$ cat src/throttle_pkg.sv
// Purpose: constants for the processor throttle pwm block
// Assumes: 32-bit ahb-lite register access, 200 MHz hclk
// Notes:   offsets are register indices; byte address is four times the index
`default_nettype none
package throttle_pkg;
  // ==========================================================
  // register map
  localparam logic [7:0]  IDX_THROTTLE_CONTROL = 8'hc6;
  localparam logic [7:0]  IDX_THROTTLE_CONFIG  = 8'hc8;
  localparam logic [9:0]  ADDR_THROTTLE_CONTROL = {IDX_THROTTLE_CONTROL, 2'b00};
  localparam logic [9:0]  ADDR_THROTTLE_CONFIG  = {IDX_THROTTLE_CONFIG, 2'b00};
  localparam logic [7:0]  RST_THROTTLE_CONTROL = 8'h00;
  localparam logic        RST_PINS_TIED        = 1'b0;
  // ==========================================================
  // control fields
  localparam int DUTY_LSB     = 0;
  localparam int DUTY_MSB     = 3;
  localparam int VR_BLOCK1    = 4;
  localparam int VR_BLOCK2    = 5;
  localparam int FORCE1       = 6;
  localparam int FORCE2       = 7;
  // config fields
  localparam int CFG_TIED     = 0;
  localparam int CFG_OUT1     = 1;
  localparam int CFG_OUT2     = 2;
  localparam int CFG_PWM      = 3;
  // ==========================================================
  // timing
  localparam int CLK_HZ        = 200000000;
  localparam int TICK_HZ       = 22500;
  localparam int TICK_CYCLES   = CLK_HZ / TICK_HZ;
  localparam int PERIOD_TICKS  = 80;
  localparam int STEP_TICKS    = 5;
  // ==========================================================
  // ahb
  localparam logic [1:0] HTRANS_NONSEQ = 2'b10;
  localparam logic [2:0] HSIZE_WORD    = 3'b010;
endpackage
`default_nettype wire

$ cat src/processor_throttle_pwm.sv
// Purpose: software forced processor throttle pwm with regulator hot pass-through
// Assumes: single ahb-lite slave, zero wait states, inputs synchronous to hclk
// Notes:   throttle outputs are active low levels from flip-flops
//
// Design decision made here: the AHB-Lite interface to the registers.
`timescale 1ns/1ps
`default_nettype none

// Contract
// RULE1: control bits 3:0 select the forced throttle duty.
// RULE2: each forced period is 80 ticks of a 22.5 kHz internal clock.
// RULE3: asserted width is (select+1)*5 ticks, 5 up to full 80.
// RULE4: force bits 6 and 7 drive cpu1/cpu2 throttle with the selected duty.
// RULE5: block bits 4 and 5 stop regulator hot from asserting that throttle.
// RULE6: with pins tied, both throttle outputs follow either force bit.
// RULE7: control register resets to zero: no forcing, pass-through on.
module processor_throttle_pwm #(
  parameter int TICK_CYCLES  = throttle_pkg::TICK_CYCLES,
  parameter int PERIOD_TICKS = throttle_pkg::PERIOD_TICKS,
  parameter int STEP_TICKS   = throttle_pkg::STEP_TICKS
) (
  input  wire logic        hclk,
  input  wire logic        hresetn,
  input  wire logic        hsel,
  input  wire logic [31:0] haddr,
  input  wire logic [1:0]  htrans,
  input  wire logic        hwrite,
  input  wire logic [2:0]  hsize,
  input  wire logic [31:0] hwdata,
  input  wire logic        hready,
  output logic      [31:0] hrdata,
  output logic             hreadyout,
  output logic             hresp,
  input  wire logic        cpu1_regulator_hot_n,
  input  wire logic        cpu2_regulator_hot_n,
  output logic             cpu1_throttle_n,
  output logic             cpu2_throttle_n
);

  // ==========================================================
  // parameter checks
  initial begin
    if (TICK_CYCLES < 2 || PERIOD_TICKS < 1 || PERIOD_TICKS > 255 ||
        STEP_TICKS * 16 != PERIOD_TICKS) begin
      $error("processor_throttle_pwm: unsupported parameters");
    end
  end

  // ==========================================================
  // registers and state
  logic [7:0]  ctrl_q;
  logic        tied_q;
  logic        wr_pend_q;
  logic [9:0]  wr_addr_q;
  logic [13:0] tick_cnt_q;
  logic        tick;
  logic [7:0]  phase_q;
  logic        pwm_on_q;
  logic [7:0]  on_ticks;
  logic        force_a;
  logic        force_b;
  logic [1:0]  hot_ch;
  logic [1:0]  force_ch;
  logic [1:0]  block_ch;
  logic [1:0]  vr_hot_n;
  logic [1:0]  throttle_n_q;
  logic        addr_ok;

  initial begin
    if (TICK_CYCLES > 16383) begin
      $error("processor_throttle_pwm: tick divider too wide");
    end
  end

  // ==========================================================
  // ahb-lite slave
  assign hreadyout = 1'b1;
  assign hresp     = 1'b0;
  assign addr_ok   = hsel && hready && htrans[1] && (hsize == throttle_pkg::HSIZE_WORD);

  always_ff @(posedge hclk or negedge hresetn) begin
    if (!hresetn) begin
      wr_pend_q <= 1'b0;
      wr_addr_q <= 10'h000;
    end else begin
      wr_pend_q <= addr_ok && hwrite;
      wr_addr_q <= haddr[9:0];
    end
  end

  always_ff @(posedge hclk or negedge hresetn) begin
    if (!hresetn) begin
      ctrl_q <= throttle_pkg::RST_THROTTLE_CONTROL; // RULE7
    end else if (wr_pend_q && wr_addr_q == throttle_pkg::ADDR_THROTTLE_CONTROL) begin
      ctrl_q <= hwdata[7:0]; // RULE1
    end
  end

  always_ff @(posedge hclk or negedge hresetn) begin
    if (!hresetn) begin
      tied_q <= throttle_pkg::RST_PINS_TIED;
    end else if (wr_pend_q && wr_addr_q == throttle_pkg::ADDR_THROTTLE_CONFIG) begin
      tied_q <= hwdata[throttle_pkg::CFG_TIED];
    end
  end

  // read data is captured in the address phase; unmapped reads return zero
  always_ff @(posedge hclk or negedge hresetn) begin
    if (!hresetn) begin
      hrdata <= 32'h0000_0000;
    end else if (addr_ok && !hwrite) begin
      if (haddr[9:0] == throttle_pkg::ADDR_THROTTLE_CONTROL) begin
        hrdata <= {24'h00_0000, ctrl_q};
      end else if (haddr[9:0] == throttle_pkg::ADDR_THROTTLE_CONFIG) begin
        hrdata <= {28'h000_0000, pwm_on_q, ~cpu2_throttle_n, ~cpu1_throttle_n, tied_q};
      end else begin
        hrdata <= 32'h0000_0000;
      end
    end
  end

  // ==========================================================
  // 22.5 kHz tick
  always_ff @(posedge hclk or negedge hresetn) begin
    if (!hresetn) begin
      tick_cnt_q <= 14'h0000;
    end else if (tick) begin
      tick_cnt_q <= 14'h0000;
    end else begin
      tick_cnt_q <= tick_cnt_q + 14'h0001;
    end
  end
  assign tick = (tick_cnt_q == 14'(TICK_CYCLES - 1));

  // ==========================================================
  // pwm period and duty
  always_ff @(posedge hclk or negedge hresetn) begin
    if (!hresetn) begin
      phase_q <= 8'h00;
    end else if (tick) begin
      if (phase_q == 8'(PERIOD_TICKS - 1)) begin
        phase_q <= 8'h00; // RULE2
      end else begin
        phase_q <= phase_q + 8'h01;
      end
    end
  end

  assign on_ticks = 8'((ctrl_q[throttle_pkg::DUTY_MSB:throttle_pkg::DUTY_LSB] + 8'h01) * STEP_TICKS); // RULE3

  always_ff @(posedge hclk or negedge hresetn) begin
    if (!hresetn) begin
      pwm_on_q <= 1'b0;
    end else begin
      pwm_on_q <= (phase_q < on_ticks); // RULE3
    end
  end

  // ==========================================================
  // throttle outputs
  assign force_a = ctrl_q[throttle_pkg::FORCE1] || (tied_q && ctrl_q[throttle_pkg::FORCE2]); // RULE6
  assign force_b = ctrl_q[throttle_pkg::FORCE2] || (tied_q && ctrl_q[throttle_pkg::FORCE1]); // RULE6
  assign force_ch = {force_b, force_a};
  assign block_ch = {ctrl_q[throttle_pkg::VR_BLOCK2], ctrl_q[throttle_pkg::VR_BLOCK1]};
  assign vr_hot_n = {cpu2_regulator_hot_n, cpu1_regulator_hot_n};

  // one output stage per processor
  for (genvar ch = 0; ch < 2; ch++) begin : g_chan
    assign hot_ch[ch] = !vr_hot_n[ch] && !block_ch[ch]; // RULE5

    always_ff @(posedge hclk or negedge hresetn) begin
      if (!hresetn) begin
        throttle_n_q[ch] <= 1'b1;
      end else begin
        throttle_n_q[ch] <= !((force_ch[ch] && pwm_on_q) || hot_ch[ch]); // RULE4
      end
    end
  end

  assign cpu1_throttle_n = throttle_n_q[0];
  assign cpu2_throttle_n = throttle_n_q[1];
endmodule // processor_throttle_pwm
`default_nettype wire

$ cat config.mk
export PLATFORM = sky130hd
export DESIGN_NAME = processor_throttle_pwm
export DESIGN_NICKNAME = d
export VERILOG_FILES = /design/src/throttle_pkg.sv /design/src/processor_throttle_pwm.sv
export SDC_FILE = /design/constraint.sdc
export NUM_CORES = 1
export LEC_CHECK = 0
export BUFFER_PORTS_ARGS = -buffer_cell sky130_fd_sc_hd__buf_2
export CAP_MARGIN = 15
export CORE_MARGIN = 2
export CORE_UTILIZATION = 48
export DETAILED_ROUTE_END_ITERATION = 8
export MAX_ROUTING_LAYER = met4
export PLACE_DENSITY_LB_ADDON = 0.15
export SLEW_MARGIN = 20
export SYNTH_ARGS = -nofsm -noshare
export SYNTH_HDL_FRONTEND = slang
export SYNTH_SLANG_ARGS = --single-unit
$ cat constraint.sdc
create_clock -name hclk -period 3.35 [get_ports hclk]
set_clock_uncertainty 0.2 [all_clocks]
set_input_delay 0.335 -clock hclk [delete_from_list [all_inputs] [get_ports hclk]]
set_output_delay 0.335 -clock hclk [all_outputs]
set_load 0.02 [all_outputs]
Yosys cells after proc, flatten, opt, wreduce, memory -nomap -nowiden --
Cells that the tools add are included. Widths: inputs -> output; s select.
Word-level totals: memories 0, bits in writable memories 0, bits of input ports 76, output and inout bits 36, bits in read-only memories 0, latch bits 0, flip-flop bits (word level) 77
Cells by class: reductions and logical operators 24, divide/modulo/power cells 0, bitwise operators 2, shift-type cells 0, $mul 1, add/subtract/negate cells 3, equality and inequality tests 7, mux-type cells 4, $lt $le $gt $ge 1
Operator list (count):
- $eq 10x10->1 const B | 4
- $mux 32 | 1
- $add 14x1->14 const B | 1
- $eq 14x14->1 const B | 1
- $mux 14 | 1
- $logic_and 1x1->1 | 13
- $add 8x1->8 const B | 1
- $eq 8x7->1 const B | 1
- $lt 8x8->1 | 1
- $mul 5x3->8 const B | 1
- $mux 8 | 1
- $logic_not 1->1 | 7
- $add 4x1->5 const B | 1
- $logic_or 1x1->1 | 4
- $mux 4 | 1
- $eq 3x2->1 const B | 1
- $not 1->1 | 2

Longest topological paths before layout --
depth in word-level cells 5, mapped depth 11, depth with buffers taken out 11

Least setup slack after synthesis --
No wires, ideal clock.
path kind reg2reg, start register ctrl_q[0], end register pwm_on_q, arrival 2404 ps, path slack 622 ps, clock period less this slack 2728 ps, library setup time 124 ps, stages on the path, launching flop included 10, cell sequence dfrtp_1 ha_1 and3_1 ha_1 fa_1 xnor2_1 xnor2_1 ha_1 nand3_1 o31a_1
On the way: cells in the longest elaborated chain, start to end 3
Ends and longest elaborated chain:
- from (decl) | RTL line processor_throttle_pwm.sv:51 | logic [7:0] ctrl_q;
- from (signal assigned) | RTL line processor_throttle_pwm.sv:93 | ctrl_q <= throttle_pkg::RST_THROTTLE_CONTROL;
- from (signal assigned) | RTL line processor_throttle_pwm.sv:95 | ctrl_q <= hwdata[7:0];
- $add 4x1->5 | RTL line processor_throttle_pwm.sv:149 | assign on_ticks = 8'((ctrl_q[throttle_pkg::DUTY_MSB:throttle_pkg::DUTY_LSB] + 8'h01) * STEP_TICKS);
- $mul 5x3->8 | RTL line processor_throttle_pwm.sv:149
- $lt 8x8->1 | RTL line processor_throttle_pwm.sv:155 | pwm_on_q <= (phase_q < on_ticks);
- to (signal assigned) | RTL line processor_throttle_pwm.sv:155
- to (decl) | RTL line processor_throttle_pwm.sv:58 | logic pwm_on_q;
Every way passes these cells. A chain may end at the register's enable or synchronous reset.

Worst setup path in the final report --
Ends and elaborated chain as after synthesis.

==> impl_metrics.xml <==
<?xml version="1.0" encoding="UTF-8"?>
<metrics>
  <group name="run_status">
    <metric name="status" unit="">complete, no violations</metric>
  </group>
  <group name="critical_path">
    <metric name="arrival" unit="ns">2.98</metric>
    <metric name="timing.critical_path.required" unit="ns">3.40</metric>
    <metric name="critical_path_cell_list" unit="">ha_1 -&gt; and3_1 -&gt; ha_1 -&gt; fa_1 -&gt; inv_1 -&gt; a21boi_0 -&gt; o21ai_0 -&gt; ha_1 -&gt; a21oi_1 -&gt; o31a_1</metric>
    <metric name="reg2reg_depth" unit="">10</metric>
    <metric name="crit_path_max_incr_delay" unit="ns">0.49</metric>
    <metric name="timing_worst_setup_path_type" unit="">reg2reg</metric>
    <metric name="worst_path_most_repeated_cell" unit="">sky130_fd_sc_hd__ha_1</metric>
    <metric name="cp_top_family" unit="">adder cells</metric>
    <metric name="critical_path_peak_fanout" unit="">7</metric>
    <metric name="crit_path_start_kind" unit="">register</metric>
    <metric name="rrSetupSlack" unit="ns">0.42</metric>
    <metric name="critPathSlowestCell" unit="">sky130_fd_sc_hd__dfrtp_1</metric>
    <metric name="r2r_start" unit="">ctrl_q[0]$_DFFE_PN0P_</metric>
    <metric name="cp-end-kind" unit="">register</metric>
    <metric name="critical_path_buf_inv_count" unit="">1</metric>
    <metric name="critical_path.reg2reg.endpoint" unit="">pwm_on_q$_DFF_PN0_</metric>
  </group>
  <group name="power">
    <metric name="peakVddDrop" unit="uV">192</metric>
    <metric name="net-switching-power" unit="mW">0.264</metric>
    <metric name="clock_power_share" unit="">0.330</metric>
    <metric name="combinationalPowerShare" unit="">0.071</metric>
    <metric name="internal_power" unit="mW">0.821</metric>
    <metric name="power.switching_fraction" unit="">0.243</metric>
    <metric name="power_leakage" unit="nW">1.57</metric>
    <metric name="sequentialPowerShare" unit="">0.599</metric>
    <metric name="power.density_cell_area" unit="nW/um^2">349</metric>
  </group>
  <group name="timing">
    <metric name="grt_setup_unrepaired" unit="">false</metric>
    <metric name="fmax" unit="GHz">0.341</metric>
    <metric name="worstMarginPinSlew" unit="ns">0.514</metric>
    <metric name="slew-limit-headroom" unit="">0.653</metric>
    <metric name="final_period_minus_worst_setup_slack" unit="ns">2.93</metric>
    <metric name="setup_viol_count_final" unit="">0</metric>
    <metric name="final-hold-violation-count" unit="">0</metric>
    <metric name="drv_slew" unit="">0</metric>
    <metric name="layout_worst_path_cycle_share" unit="">0.876</metric>
    <metric name="totalNegativeSetupSlack" unit="ns">0</metric>
  </group>
  <group name="finish">
    <metric name="layout.nets" unit="">392</metric>
    <metric name="antennaDiodeCount" unit="">0</metric>
    <metric name="n_fill_cell" unit="">489</metric>
    <metric name="flow.area_growth_from_synthesis" unit="%">13.5</metric>
    <metric name="post_layout_nonfiller_instances" unit="">376</metric>
    <metric name="fraction_of_final_layout_cells_with_drive_strength_greater_than_1" unit="">0.214</metric>
  </group>
  <group name="global_routing">
    <metric name="antenna_violations_before_repair" unit="">0</metric>
    <metric name="grt_max_degree" unit="">38</metric>
    <metric name="global_route.overflow_total" unit="">0</metric>
    <metric name="first_global_vias" unit="">1846</metric>
    <metric name="grt_use_total" unit="">0.174</metric>
    <metric name="grt_pass1_wl" unit="um">8410</metric>
  </group>
  <group name="yosys">
    <metric name="postSynthAreaPerCell" unit="um^2">11.0</metric>
    <metric name="synth-xor-area-share" unit="">0.0606</metric>
    <metric name="synth_area" unit="um^2">2740</metric>
    <metric name="synth.largest_area_cell" unit="">sky130_fd_sc_hd__dfrtp_1</metric>
    <metric name="count_of_flip_flops_with_a_built_in_enable_after_synthesis" unit="">0</metric>
    <metric name="synth.yosys.warnings" unit="">0</metric>
    <metric name="dominant_combinational_cell_family_by_area_after_synthesis" unit="">simple AND/OR/NAND/NOR gates</metric>
    <metric name="synth_fa_ha_area_frac" unit="">0.0620</metric>
    <metric name="synthArstFlopShare" unit="">1.00</metric>
    <metric name="synth_ff_type" unit="">sky130_fd_sc_hd__dfrtp_1</metric>
    <metric name="synth_most_common_cell" unit="">sky130_fd_sc_hd__dfrtp_1</metric>
    <metric name="synth_largest_type_area_fraction" unit="">0.465</metric>
    <metric name="yosys-top-cells-area" unit="">sky130_fd_sc_hd__dfrtp_1 47%, sky130_fd_sc_hd__buf_4 7.4%, sky130_fd_sc_hd__ha_1 5.5%</metric>
    <metric name="synth_seq_area_share" unit="">0.484</metric>
    <metric name="synth_top_cells_by_count" unit="">51 x sky130_fd_sc_hd__dfrtp_1, 27 x sky130_fd_sc_hd__buf_4, 16 x sky130_fd_sc_hd__nand2_1</metric>
    <metric name="synth.distinct_cells" unit="">42</metric>
    <metric name="synthSimpleGateAreaFrac" unit="">0.178</metric>
    <metric name="post_synth_inst_count" unit="">249</metric>
    <metric name="multiplexer_area_fraction_after_synthesis" unit="">0.0410</metric>
    <metric name="ys_ff_latch" unit="">53</metric>
    <metric name="synth-compound-area-share" unit="">0.0889</metric>
  </group>
  <group name="drt">
    <metric name="antenna_left" unit="">0</metric>
    <metric name="number_of_vias_after_detailed_routing" unit="">1895</metric>
    <metric name="finalWirelength" unit="um">4980</metric>
    <metric name="remaining_drc_errors" unit="">0</metric>
    <metric name="detail_route.vias_per_cell" unit="">5.04</metric>
    <metric name="first_iter_violations" unit="">60</metric>
    <metric name="per_cell_routed_wire_length" unit="um">13.2</metric>
    <metric name="detail_route.first_pass.iterations" unit="">4</metric>
  </group>
  <group name="min_path">
    <metric name="min-delay-path-class" unit="">in2reg</metric>
    <metric name="hold_path_startpoint" unit="">haddr[4]</metric>
    <metric name="min_path_cells" unit="">1</metric>
    <metric name="timing.hold.worst_endpoint" unit="">wr_addr_q[4]$_DFF_PN0_</metric>
  </group>
  <group name="job">
    <metric name="cap_violations" unit="">0</metric>
  </group>
  <group name="cts">
    <metric name="cts_num_sinks" unit="">53</metric>
    <metric name="cts_tree" unit="">yes</metric>
    <metric name="setup_bufs_post_cts" unit="">0</metric>
    <metric name="clk_buf_depth" unit="">2</metric>
    <metric name="cts.root.buffer_cell" unit="">sky130_fd_sc_hd__clkbuf_8</metric>
    <metric name="postCtsResizedCells" unit="">0</metric>
    <metric name="cts_max_level" unit="">2</metric>
    <metric name="cts_buffers" unit="">5</metric>
    <metric name="worst_skew_pair.late_latency" unit="ns">0.30</metric>
    <metric name="clock_pin_slew_worst_setup_and_hold_paths" unit="ns">0.10</metric>
    <metric name="hold_buffers" unit="">10</metric>
  </group>
  <group name="die">
    <metric name="dieArea" unit="um^2">6340</metric>
    <metric name="i_o_pin_cnt" unit="">112</metric>
    <metric name="die_h" unit="um">79.6</metric>
    <metric name="core.rowCount" unit="">27</metric>
    <metric name="core_area" unit="um^2">5510</metric>
    <metric name="start_util" unit="">0.498</metric>
    <metric name="die_width" unit="um">79.6</metric>
  </group>
  <group name="place">
    <metric name="place_hpwl" unit="um">3770</metric>
    <metric name="dp.cells" unit="">358</metric>
    <metric name="port_buffers" unit="">38</metric>
    <metric name="final_weighted_congestion_in_routability_driven_placement" unit="">0.751</metric>
  </group>
</metrics>
registers in the layout, summed over array words and instances (netlist names):
name and count:
tied_q 1, hrdata 8, wr_addr_q 10, tick_cnt_q 14, pwm_on_q 1, phase_q 8, ctrl_q 8, cpu2_throttle_n 1
wr_pend_q 1, cpu1_throttle_n 1
per-layer routing:
metal / vias up / GRT usage / share of wire
met5: - / - / 0
met4: 0 / 0.0638 / 0.014
met3: 6 / 0.0204 / 0.027
met2: 43 / 0.277 / 0.48
met1: 902 / 0.230 / 0.48
li1: 944 / - / -
stage by stage:
stage	setup WS, ns	util	hold WS (ns)	area, um^2	power, mW
CTS	0.374	0.565	0.00444	3110	1.10
detailed placement	0.401	0.531	0.0775	2930	0.732
global route	0.139	0.565	0.00813	3110	1.14
finish	0.417	0.565	0.0193	3110	1.09
floorplan	0.622	-	-0.161	2830	0.720
global placement	0.461	0.531	0.0758	2930	0.731
placed cells by master, fill, tap and decap left out, types with 2 or more instances in the layout:
cell                            Yosys  final
sky130_fd_sc_hd__a21o_1             5      5
sky130_fd_sc_hd__a21oi_1            7      7
sky130_fd_sc_hd__a22o_1             4      4
sky130_fd_sc_hd__a2bb2oi_1          2      2
sky130_fd_sc_hd__a31oi_1            2      2
sky130_fd_sc_hd__and2_1             3      3
sky130_fd_sc_hd__and3_1             5      5
sky130_fd_sc_hd__and4_1             6      6
sky130_fd_sc_hd__buf_2              0     38
sky130_fd_sc_hd__buf_4             27      2
sky130_fd_sc_hd__clkbuf_8           0      5
sky130_fd_sc_hd__conb_1             2     26
sky130_fd_sc_hd__dfrtp_1           51     51
sky130_fd_sc_hd__dfstp_2            2      2
sky130_fd_sc_hd__dlygate4sd3_1      0     10
sky130_fd_sc_hd__ha_1              12     12
sky130_fd_sc_hd__inv_1              6      6
sky130_fd_sc_hd__mux2_2            10     10
sky130_fd_sc_hd__nand2_1           16     16
sky130_fd_sc_hd__nand3_1           13     13
sky130_fd_sc_hd__nand4_1            5      5
sky130_fd_sc_hd__nand4_2            2      2
sky130_fd_sc_hd__nor2_1            15     15
sky130_fd_sc_hd__nor2b_1            4      4
sky130_fd_sc_hd__nor3_1             3      3
sky130_fd_sc_hd__nor4b_1            3      3
sky130_fd_sc_hd__o21ai_0            8      8
sky130_fd_sc_hd__o2bb2ai_1          2      2
sky130_fd_sc_hd__xnor2_1           10     10
sky130_fd_sc_hd__xor2_1             9      9
worst max path at each step:
stage	cells after the start	start	endpoint
floorplan	9	ctrl_q[0]$_DFFE_PN0P_	pwm_on_q$_DFF_PN0_
global placement	9	ctrl_q[0]$_DFFE_PN0P_	pwm_on_q$_DFF_PN0_
detailed placement	10	ctrl_q[0]$_DFFE_PN0P_	pwm_on_q$_DFF_PN0_
CTS	10	ctrl_q[0]$_DFFE_PN0P_	pwm_on_q$_DFF_PN0_
global route	10	ctrl_q[0]$_DFFE_PN0P_	pwm_on_q$_DFF_PN0_
finish	10	ctrl_q[0]$_DFFE_PN0P_	pwm_on_q$_DFF_PN0_
cell type report:
class	instances	area, um^2	share of cell area
clock inverter	2	13.8	0.00442
multi-input combinational	187	1280	0.411
sequential	53	1330	0.427
tap	72	90.1	0.0289
timing repair buffer	50	305	0.0981
clock buffer	6	72.6	0.0233
inverter	6	22.5	0.00723
power groups by stage:
| stage | sequential, mW | combinational, mW | clock, mW |
|---|---|---|---|
| 2_1_floorplan | 0.665 | 0.0556 | 0 |
| 3_3_place_gp | 0.663 | 0.0683 | 0 |
| 3_5_place_dp | 0.663 | 0.0690 | 0 |
| 4_1_cts | 0.651 | 0.0783 | 0.371 |
| 5_1_grt | 0.652 | 0.0871 | 0.403 |
| 6_report | 0.651 | 0.0772 | 0.358 |
logic make-up after synthesis:
group / count (synthesis)
DFF: 53
muxes: 10
buffers and inverters: 33
and+or+nand+nor: 83
xor gates and xnor gates: 19
other: 2
AOI/OAI and AO/OA: 36
adders and majority gates: 13
(Power assumes the default switching activity.)
